`config.mk`:
```
export PLATFORM = sky130hd
export DESIGN_NAME = vacuum_pump_command_control
export DESIGN_NICKNAME = d
export VERILOG_FILES = /design/src/core/vpump_pkg.sv /design/src/core/vacuum_pump_command_control.sv
export SDC_FILE = /design/constraint.sdc
export NUM_CORES = 1
export LEC_CHECK = 0
export BUFFER_PORTS_ARGS = -buffer_cell sky130_fd_sc_hd__buf_2
export CAP_MARGIN = 10
export CORE_ASPECT_RATIO = 0.8
export CORE_UTILIZATION = 58
export DETAILED_ROUTE_END_ITERATION = 12
export GPL_TIMING_DRIVEN = 1
export HOLD_SLACK_MARGIN = 0.05
export PLACE_DENSITY = 0.84
export SLEW_MARGIN = 10
export SYNTH_ARGS = -nofsm -noshare
export SYNTH_HDL_FRONTEND = slang
export SYNTH_SLANG_ARGS = --single-unit
```
`constraint.sdc`:
```
create_clock -name clk -period 4.5 [get_ports clk]
set_input_delay 0.225 -clock clk [delete_from_list [all_inputs] [get_ports clk]]
set_output_delay 0.225 -clock clk [all_outputs]
set_load 0.02 [all_outputs]
```
`src/core/vpump_pkg.sv`:
```
package vpump_pkg;
	// register byte addresses
	localparam logic [7:0] ADDR_CTRL = 8'h00;
	localparam logic [7:0] ADDR_STATUS = 8'h04;
	localparam logic [7:0] ADDR_SETPT = 8'h08;
	localparam logic [7:0] ADDR_PPTHR = 8'h0C;
	localparam logic [7:0] ADDR_IRQ_STAT = 8'h10;
	localparam logic [7:0] ADDR_IRQ_MASK = 8'h14;
	localparam logic [7:0] ADDR_VACUUM = 8'h18;
	// control register fields
	localparam int CTRL_IOLINK = 0;
	localparam int CTRL_PD_SUCTION = 1;
	localparam int CTRL_PD_DROPOFF = 2;
	localparam int CTRL_POL_IN = 3;
	localparam int CTRL_POL_PART_PRESENT_OUTPUT = 4;
	localparam int CTRL_POL_AUXILIARY_SIGNAL_OUTPUT = 5;
	localparam int CTRL_W = 6;
	// setpoint fields: value in [9:0], hysteresis in [25:16]
	localparam int VAL_LSB = 0;
	localparam int HYST_LSB = 16;
	localparam int VAC_W = 10;
	// values after reset, mbar
	localparam logic [9:0] SETPT_RST = 10'h258;
	localparam logic [9:0] HYST1_RST = 10'h014;
	localparam logic [9:0] THR_RST = 10'h1E0;
	localparam logic [9:0] HYST2_RST = 10'h014;
	localparam logic POL_PNP = 1'b0;
	localparam logic [CTRL_W-1:0] CTRL_RST = 6'h00;
	// interrupt status bits
	localparam int IRQ_PP = 0;
	localparam int IRQ_DET = 1;
	localparam int IRQ_BLOW = 2;
	localparam int IRQ_W = 3;
	// timing
	localparam int CLK_KHZ = 32'h0003D090;
	localparam int T_IN_MS = 32'h00000003;
	localparam int T_OUT_MS = 32'h00000002;
	localparam int IN_FILT_CYC_DEF = T_IN_MS * CLK_KHZ;
	localparam int OUT_TICK_CYC_DEF = T_OUT_MS * CLK_KHZ;
	localparam int CNT_W = 20;
	typedef struct packed {
		logic suction;
		logic blowoff;
	} cmd_t;
	typedef enum logic [2:0] {
		ST_IDLE = 3'b001,
		ST_SUCK = 3'b010,
		ST_BLOW = 3'b100
	} state_t;
endpackage

```
`src/core/vacuum_pump_command_control.sv`:
```
// Local design decisions: the APB interface to the registers and the address map.
`timescale 1ns/1ps
// Summary of operation
// With suction and blowoff both asserted, blowoff runs and suction waits until blowoff drops.
// In standard I/O mode the vent valve follows the blowoff input with no further qualification.
// In IO-Link mode the master asks for blowoff with the drop-off bit and the device blows off while it is set.
// In blowoff the vent valve stays open exactly as long as the blowoff command stands.
// The part-detached flag sets when vacuum during suction rose above the part threshold and fell below it again.
// The part-detached flag also reports that a picked-up workpiece has been deposited.
// After reset the control setpoint is 600 mbar with a reset point 20 mbar lower, 580 mbar.
// After reset the part-present threshold is 480 mbar with a reset point of 460 mbar.
// After reset both inputs and both signal outputs use high-side polarity.
// A change on a discrete command input takes effect within about 3 ms.
// The signal output follows its condition within 2 ms typically and 3 ms at most.
// The pump runs while suction is commanded without blowoff and stops when suction is withdrawn.
// The part-present output sets above the threshold and clears below threshold minus hysteresis.
// With no command the pump is off and the vent valve closed.
module vacuum_pump_command_control
	import vpump_pkg::*;
#(
	parameter int IN_FILT_CYC = IN_FILT_CYC_DEF,
	parameter int OUT_TICK_CYC = OUT_TICK_CYC_DEF
) (
	input wire logic clk, // 250 MHz clock
	input wire logic arst_n, // async reset, active low
	input wire logic psel, // apb select
	input wire logic penable, // apb enable
	input wire logic pwrite, // apb write
	input wire logic [7:0] paddr, // apb byte address
	input wire logic [31:0] pwdata, // apb write data
	output logic [31:0] prdata, // apb read data
	output logic pready, // apb ready
	output logic pslverr, // apb error, unmapped address
	input wire logic suction_command_input, // discrete suction input
	input wire logic blowoff_command_input, // discrete blowoff input
	input wire logic [9:0] vacuum_mbar, // measured vacuum
	output logic pump_enable, // electric pump on
	output logic vent_valve, // vent valve open
	output logic part_present_output, // part present signal pin
	output logic auxiliary_signal_output, // pump running signal pin
	output logic part_detached_flag, // process data in, part detached
	output logic irq // level interrupt
);
	localparam logic [CNT_W-1:0] IN_LAST = CNT_W'(IN_FILT_CYC - 1);
	localparam logic [CNT_W-1:0] OUT_LAST = CNT_W'(OUT_TICK_CYC - 1);

	logic [CTRL_W-1:0] ctrl_ff;
	logic [9:0] setpt_ff, hyst1_ff, thr_ff, hyst2_ff;
	logic [IRQ_W-1:0] irq_stat_ff, irq_mask_ff, nxt_irq_stat, irq_ev;
	logic [31:0] prdata_ff;
	logic pready_ff, pslverr_ff, irq_ff;
	logic [CNT_W-1:0] suc_cnt_ff, tick_cnt_ff;
	logic suc_filt_ff, blow_in_ff;
	state_t state_ff, nxt_state;
	logic pump_ff, vent_ff, pp_ff, nxt_pp, part_present_output_ff, auxiliary_signal_output_ff;
	logic seen_ff, det_ff, nxt_seen, nxt_det;

	// apb decode
	// unmapped offsets raise pslverr and read as zero
	wire setup = psel & ~penable;
	wire access = psel & penable & pready_ff;
	wire wr = access & pwrite;
	wire rd = access & ~pwrite;
	wire hit_ctrl = paddr == ADDR_CTRL;
	wire hit_stat = paddr == ADDR_STATUS;
	wire hit_setpt = paddr == ADDR_SETPT;
	wire hit_thr = paddr == ADDR_PPTHR;
	wire hit_istat = paddr == ADDR_IRQ_STAT;
	wire hit_imask = paddr == ADDR_IRQ_MASK;
	wire hit_vac = paddr == ADDR_VACUUM;
	wire mapped = hit_ctrl | hit_stat | hit_setpt | hit_thr | hit_istat | hit_imask | hit_vac;
	wire [31:0] stat_word = {24'h000000, 1'b0, state_ff, pump_ff, vent_ff, pp_ff, det_ff};
	wire [31:0] rd_word = hit_ctrl ? {26'h0000000, ctrl_ff} :
		hit_stat ? stat_word :
		hit_setpt ? {6'h00, hyst1_ff, 6'h00, setpt_ff} :
		hit_thr ? {6'h00, hyst2_ff, 6'h00, thr_ff} :
		hit_istat ? {29'h00000000, irq_stat_ff} :
		hit_imask ? {29'h00000000, irq_mask_ff} :
		hit_vac ? {22'h000000, vacuum_mbar} : 32'h00000000;

	// answer in the first access cycle; read data captured in setup
	always_ff @(posedge clk or negedge arst_n) begin
		if (!arst_n) begin
			pready_ff <= 1'b0;
			pslverr_ff <= 1'b0;
			prdata_ff <= 32'h00000000;
		end else begin
			pready_ff <= setup;
			pslverr_ff <= setup & ~mapped;
			prdata_ff <= setup ? rd_word : prdata_ff;
		end
	end

	// factory defaults
	// setpoint stored only; the pump is not regulated to it
	always_ff @(posedge clk or negedge arst_n) begin
		if (!arst_n) begin
			ctrl_ff <= CTRL_RST;
			setpt_ff <= SETPT_RST;
			hyst1_ff <= HYST1_RST;
			thr_ff <= THR_RST;
			hyst2_ff <= HYST2_RST;
			irq_mask_ff <= 3'h0;
		end else if (wr) begin
			if (hit_ctrl) ctrl_ff <= pwdata[CTRL_W-1:0];
			if (hit_setpt) setpt_ff <= pwdata[VAL_LSB +: VAC_W];
			if (hit_setpt) hyst1_ff <= pwdata[HYST_LSB +: VAC_W];
			if (hit_thr) thr_ff <= pwdata[VAL_LSB +: VAC_W];
			if (hit_thr) hyst2_ff <= pwdata[HYST_LSB +: VAC_W];
			if (hit_imask) irq_mask_ff <= pwdata[IRQ_W-1:0];
		end
	end

	// polarity: npn inverts the logic level
	wire iolink = ctrl_ff[CTRL_IOLINK];
	wire suc_lvl = suction_command_input ^ ctrl_ff[CTRL_POL_IN];
	wire blow_lvl = blowoff_command_input ^ ctrl_ff[CTRL_POL_IN];
	wire suc_diff = suc_lvl != suc_filt_ff;

	// suction input filter
	always_ff @(posedge clk or negedge arst_n) begin
		if (!arst_n) begin
			suc_cnt_ff <= '0;
			suc_filt_ff <= 1'b0;
		end else begin
			suc_cnt_ff <= (suc_diff && suc_cnt_ff != IN_LAST) ? suc_cnt_ff + 1'b1 : '0;
			suc_filt_ff <= (suc_diff && suc_cnt_ff == IN_LAST) ? suc_lvl : suc_filt_ff;
		end
	end

	// blowoff input only registered, never filtered
	always_ff @(posedge clk or negedge arst_n) begin
		if (!arst_n) blow_in_ff <= 1'b0;
		else blow_in_ff <= blow_lvl;
	end

	// command source by mode
	cmd_t cmd;
	assign cmd.suction = iolink ? ctrl_ff[CTRL_PD_SUCTION] : suc_filt_ff;
	assign cmd.blowoff = iolink ? ctrl_ff[CTRL_PD_DROPOFF] : blow_in_ff;

	// blowoff wins over suction
	always_comb begin
		case ({cmd.blowoff, cmd.suction})
			2'b10, 2'b11: nxt_state = ST_BLOW;
			2'b01: nxt_state = ST_SUCK;
			2'b00: nxt_state = ST_IDLE;
			default: nxt_state = ST_IDLE;
		endcase
	end

	// pump and vent follow the state
	always_ff @(posedge clk or negedge arst_n) begin
		if (!arst_n) begin
			state_ff <= ST_IDLE;
			pump_ff <= 1'b0;
			vent_ff <= 1'b0;
		end else begin
			state_ff <= nxt_state;
			pump_ff <= nxt_state == ST_SUCK;
			vent_ff <= nxt_state == ST_BLOW;
		end
	end

	// part present with hysteresis, reset point saturates at zero
	wire [9:0] pp_rel = (thr_ff > hyst2_ff) ? thr_ff - hyst2_ff : 10'h000;
	wire above = vacuum_mbar > thr_ff;
	wire below = vacuum_mbar < thr_ff;
	assign nxt_pp = above | (pp_ff & ~(vacuum_mbar < pp_rel));

	// detached after pick-up then loss or deposit
	wire sucking = state_ff == ST_SUCK;
	wire suck_entry = (nxt_state == ST_SUCK) & ~sucking;
	wire det_set = seen_ff & ((sucking & below) | state_ff == ST_BLOW);
	assign nxt_seen = ~suck_entry & ~det_set & (seen_ff | (sucking & above));
	assign nxt_det = det_set | (det_ff & ~suck_entry);

	always_ff @(posedge clk or negedge arst_n) begin
		if (!arst_n) begin
			pp_ff <= 1'b0;
			seen_ff <= 1'b0;
			det_ff <= 1'b0;
		end else begin
			pp_ff <= nxt_pp;
			seen_ff <= nxt_seen;
			det_ff <= nxt_det;
		end
	end

	// output refresh every 2 ms, worst latency one tick period
	wire out_tick = tick_cnt_ff == OUT_LAST;
	always_ff @(posedge clk or negedge arst_n) begin
		if (!arst_n) begin
			tick_cnt_ff <= '0;
			part_present_output_ff <= 1'b0;
			auxiliary_signal_output_ff <= 1'b0;
		end else begin
			tick_cnt_ff <= out_tick ? '0 : tick_cnt_ff + 1'b1;
			if (out_tick) part_present_output_ff <= pp_ff ^ ctrl_ff[CTRL_POL_PART_PRESENT_OUTPUT];
			if (out_tick) auxiliary_signal_output_ff <= pump_ff ^ ctrl_ff[CTRL_POL_AUXILIARY_SIGNAL_OUTPUT];
		end
	end

	// sticky events; a new event beats the read that clears it
	assign irq_ev[IRQ_PP] = nxt_pp & ~pp_ff;
	assign irq_ev[IRQ_DET] = det_set & ~det_ff;
	assign irq_ev[IRQ_BLOW] = (nxt_state == ST_BLOW) & (state_ff != ST_BLOW);
	assign nxt_irq_stat = irq_ev | (irq_stat_ff & ~{IRQ_W{rd & hit_istat}});
	always_ff @(posedge clk or negedge arst_n) begin
		if (!arst_n) begin
			irq_stat_ff <= 3'h0;
			irq_ff <= 1'b0;
		end else begin
			irq_stat_ff <= nxt_irq_stat;
			irq_ff <= |(nxt_irq_stat & irq_mask_ff);
		end
	end

	assign prdata = prdata_ff;
	assign pready = pready_ff;
	assign pslverr = pslverr_ff;
	assign pump_enable = pump_ff;
	assign vent_valve = vent_ff;
	assign part_present_output = part_present_output_ff;
	assign auxiliary_signal_output = auxiliary_signal_output_ff;
	assign part_detached_flag = det_ff;
	assign irq = irq_ff;
endmodule

```
==> results_dict.tcl <==
set metrics [dict create \
    die_h_um 97.2 \
    status "complete, no violations" \
    place_area_mm2 0.00703 \
    antenna_left 0 \
    synth_edf_count 0 \
    die_area_mm2 0.0118 \
    rows 34 \
    drive_above_1_share_pct 21.0 \
    final_common_cell "dfrtp_1" \
    start_kind "flip-flop" \
    grt_antenna_before_repair 0 \
    cts_tree "yes" \
    cts_htree_levels 4 \
    die_x_um 121 \
    finalSetupViolCount 0 \
    fin_skew_ns 0.00726 \
    ys_seq_elements 125 \
    finalSetupTns_ns 0 \
    final_core_util_pct 70.6 \
    fin_area_mm2 0.00772 \
    cp_max_fo 9 \
    drt-total-wl_um 16200 \
    p_total_w 0.00268 \
    synthTopCellsByArea "dfrtp_1 (43%), ha_1 (5.9%), mux2_2 (5.7%)" \
    fmax_mhz 263 \
    ys_async_sr_fraction_pct 100 \
    finalMaxSlewViolations 0 \
    cp_slowest_stage_delay_ns 0.42 \
    cp_top_family "compound AO/OA/AOI/OAI gates" \
    post_drt_wl_per_cell_um 17.9 \
    cp_common_cell "a21oi_1" \
    syn2layout_area_growth_pct 17.4 \
    p_per_area_mw_per_mm2 347 \
    clk_pin_slew_ns 0.05 \
    cts_resized 0 \
    critPathSlowestCell "a2111oi_0" \
    ys_seq_area_share_pct 47.8 \
    cts-root-buf "clkbuf_16" \
    grt_pass1_vias 5521 \
    ys_warn_count 0 \
    leakage_nw 3.70 \
    drtIter0Drc 451 \
    numClockSinks 125 \
    relSlewSlack_pct 36.4 \
    io_buffers 72 \
    grt_use_total_pct 29.5 \
    multiInputGateArea_mm2 0.00318 \
    drc 0 \
    start_util_pct 60.1 \
    synth.avg_cell_area_um2 9.99 \
    hold_path.class "input port to flip-flop" \
    post-dp-hpwl_um 11200 \
    hold_viol 0 \
    clk_path_buf_depth 2 \
    arrival_ns 4.09 \
    rsz0062_at_grt "no" \
    seq_area_mm2 0.00314 \
    crit_path_cell_trace "inv_1 -> ha_1 -> inv_1 -> fa_1 -> a21o_1 -> a21oi_1 -> nor2_1 -> o21ai_0 -> a21oi_1 -> nand2_1 -> ha_1 -> a21oi_1 -> nor2_1 -> a2111oi_0 -> o21bai_1 -> a211oi_1 -> o21ai_0" \
    cts_buffers 17 \
    grt_pass1_wl_um 27000 \
    maxCapViolCount 0 \
    dp_cells 861 \
    worst-path-buf-inv 2 \
    vias_per_cell 6.03 \
    design.core.area_mm2 0.0109 \
    crit_path_end_kind "flip-flop" \
    io_pins 97 \
    r2r_slack_ns 0.70 \
    r2r_cells 17 \
    min_path_cells 3 \
    timing.final.crit_period_ns 3.80 \
    grt_overflow 0 \
    grt_max_degree 49 \
    fin_crit_sh_pct 84.5 \
    first_pass_iters 6 \
    synth.top_cell.area_share_pct 42.6 \
    cp_data_required_time_ns 4.79 \
    clkLatencyLatePin_ns 0.42 \
    instances_no_fill 906 \
    vdd_ir_drop_max_mv 0.331 \
    fillCellCount 761 \
    netlist_instances 658 \
    netlist_area_mm2 0.00657 \
    synth_cell_types 64 \
    cp.depth 17 \
    fin_nets 838 \
    synth_top_cell_by_area "dfrtp_1" \
    gp_congestion 0.966 \
    vias 5459 \
    worst_slew_pin_slew_ns 0.954 \
    diodes 0 \
    synth_ff_type "dfrtp_1" \
    crit_type "flip-flop to flip-flop" \
    most-common-layout-cells "dfrtp_1 (112), nand2_1 (76), buf_2 (72)" \
]
[area by class of cell]
cell class / instances / area share (%)
Sequential cell: 125 / 40.7
Tap cell: 144 / 2.33
Timing Repair Buffer: 90 / 6.81
Inverter: 32 / 1.56
Clock buffer: 24 / 6.11
Multi-Input combinational cell: 483 / 41.3
Clock inverter: 8 / 1.20
[sequential cells by signal, indices dropped and copies added, names as in the netlist, 3 cells and up]
| name | count |
|---|---|
| state_ff | 3 |
| irq_mask_ff | 3 |
| ctrl_ff | 6 |
| thr_ff | 10 |
| setpt_ff | 10 |
| suc_cnt_ff | 20 |
| tick_cnt_ff | 20 |
| hyst2_ff | 10 |
| prdata | 20 |
| hyst1_ff | 10 |
| irq_stat_ff | 3 |
[power by group]
part	switching [W]	internal, W	total, W
clock network	0.000478	0.000838	0.00132
registers	0.0000152	0.00114	0.00116
logic	0.000129	0.0000708	0.000200
[tightest hold or removal path: stages]
cell,delay (ns)
buf_2,0.11
nand2_1,0.04
o21ai_0,0.08
[cells in the mapped netlist (2+ instances only)]
cell,number
a21o_1,2
a21oi_1,22
a221oi_1,3
a222oi_1,3
a22o_1,6
a22oi_1,11
a31oi_1,4
and3_1,10
and4_1,6
buf_2,3
buf_4,14
clkbuf_1,9
dfrtp_1,112
dfstp_2,13
ha_1,31
inv_1,31
mux2_2,33
nand2_1,76
nand2b_1,8
nand3_1,25
nand4_1,10
nor2_1,54
nor2b_1,7
nor3_1,9
nor4_1,6
nor4b_1,2
o211ai_1,3
o21a_1,4
o21ai_0,53
o21bai_1,3
o221ai_1,2
o22ai_1,4
or3_1,4
or4_4,2
xnor2_1,16
xor2_1,29
[what timing repair did]
action,CTS,global route
hold buffers,12,0
endpoints found under the hold margin,50,0
setup buffers,0,0
[stage by stage]
step           setup slack (ns)  hold WS [ns]
4_1_cts                   0.726        0.0511
6_report                  0.700        0.0560
2_1_floorplan              1.20       -0.0706
5_1_grt                   0.207        0.0583
3_3_place_gp              0.922         0.215
3_5_place_dp              0.790         0.221
[kinds of logic (layout without fill, tap and decap cells)]
logic type	after synthesis	in the layout	synth area share (%)
DFF	125	125	47.8
other	1	12	0.0571
xor gates and xnor gates	45	45	6.00
muxes	34	34	5.81
adders and majority gates	32	32	6.21
and+or+nand+nor	226	226	16.7
AOI/OAI and AO/OA	134	134	13.0
buffers and inverters	61	154	4.47
[final timing paths]
path,start,endpoint
max reg2reg,thr_ff[0],pp_ff
max,thr_ff[0],pp_ff
max in group asynchronous,arst_n,hyst1_ff[0]
min reg2reg,prdata[21],prdata[21]
min in group asynchronous,arst_n,tick_cnt_ff[13]
min,pwdata[18],hyst2_ff[2]
[metal layers]
| metal | global-route usage (%) | vias to the layer above | wire [um] |
|---|---|---|---|
| li1 | - | 2489 | - |
| met1 | 38.6 | 2684 | 6860 |
| met2 | 47.1 | 231 | 7750 |
| met3 | 5.99 | 55 | 1070 |
| met4 | 13.5 | 0 | 503 |
| met5 | 0 | - | 0 |
No activity file was read; power rests on OpenSTA's default activity.
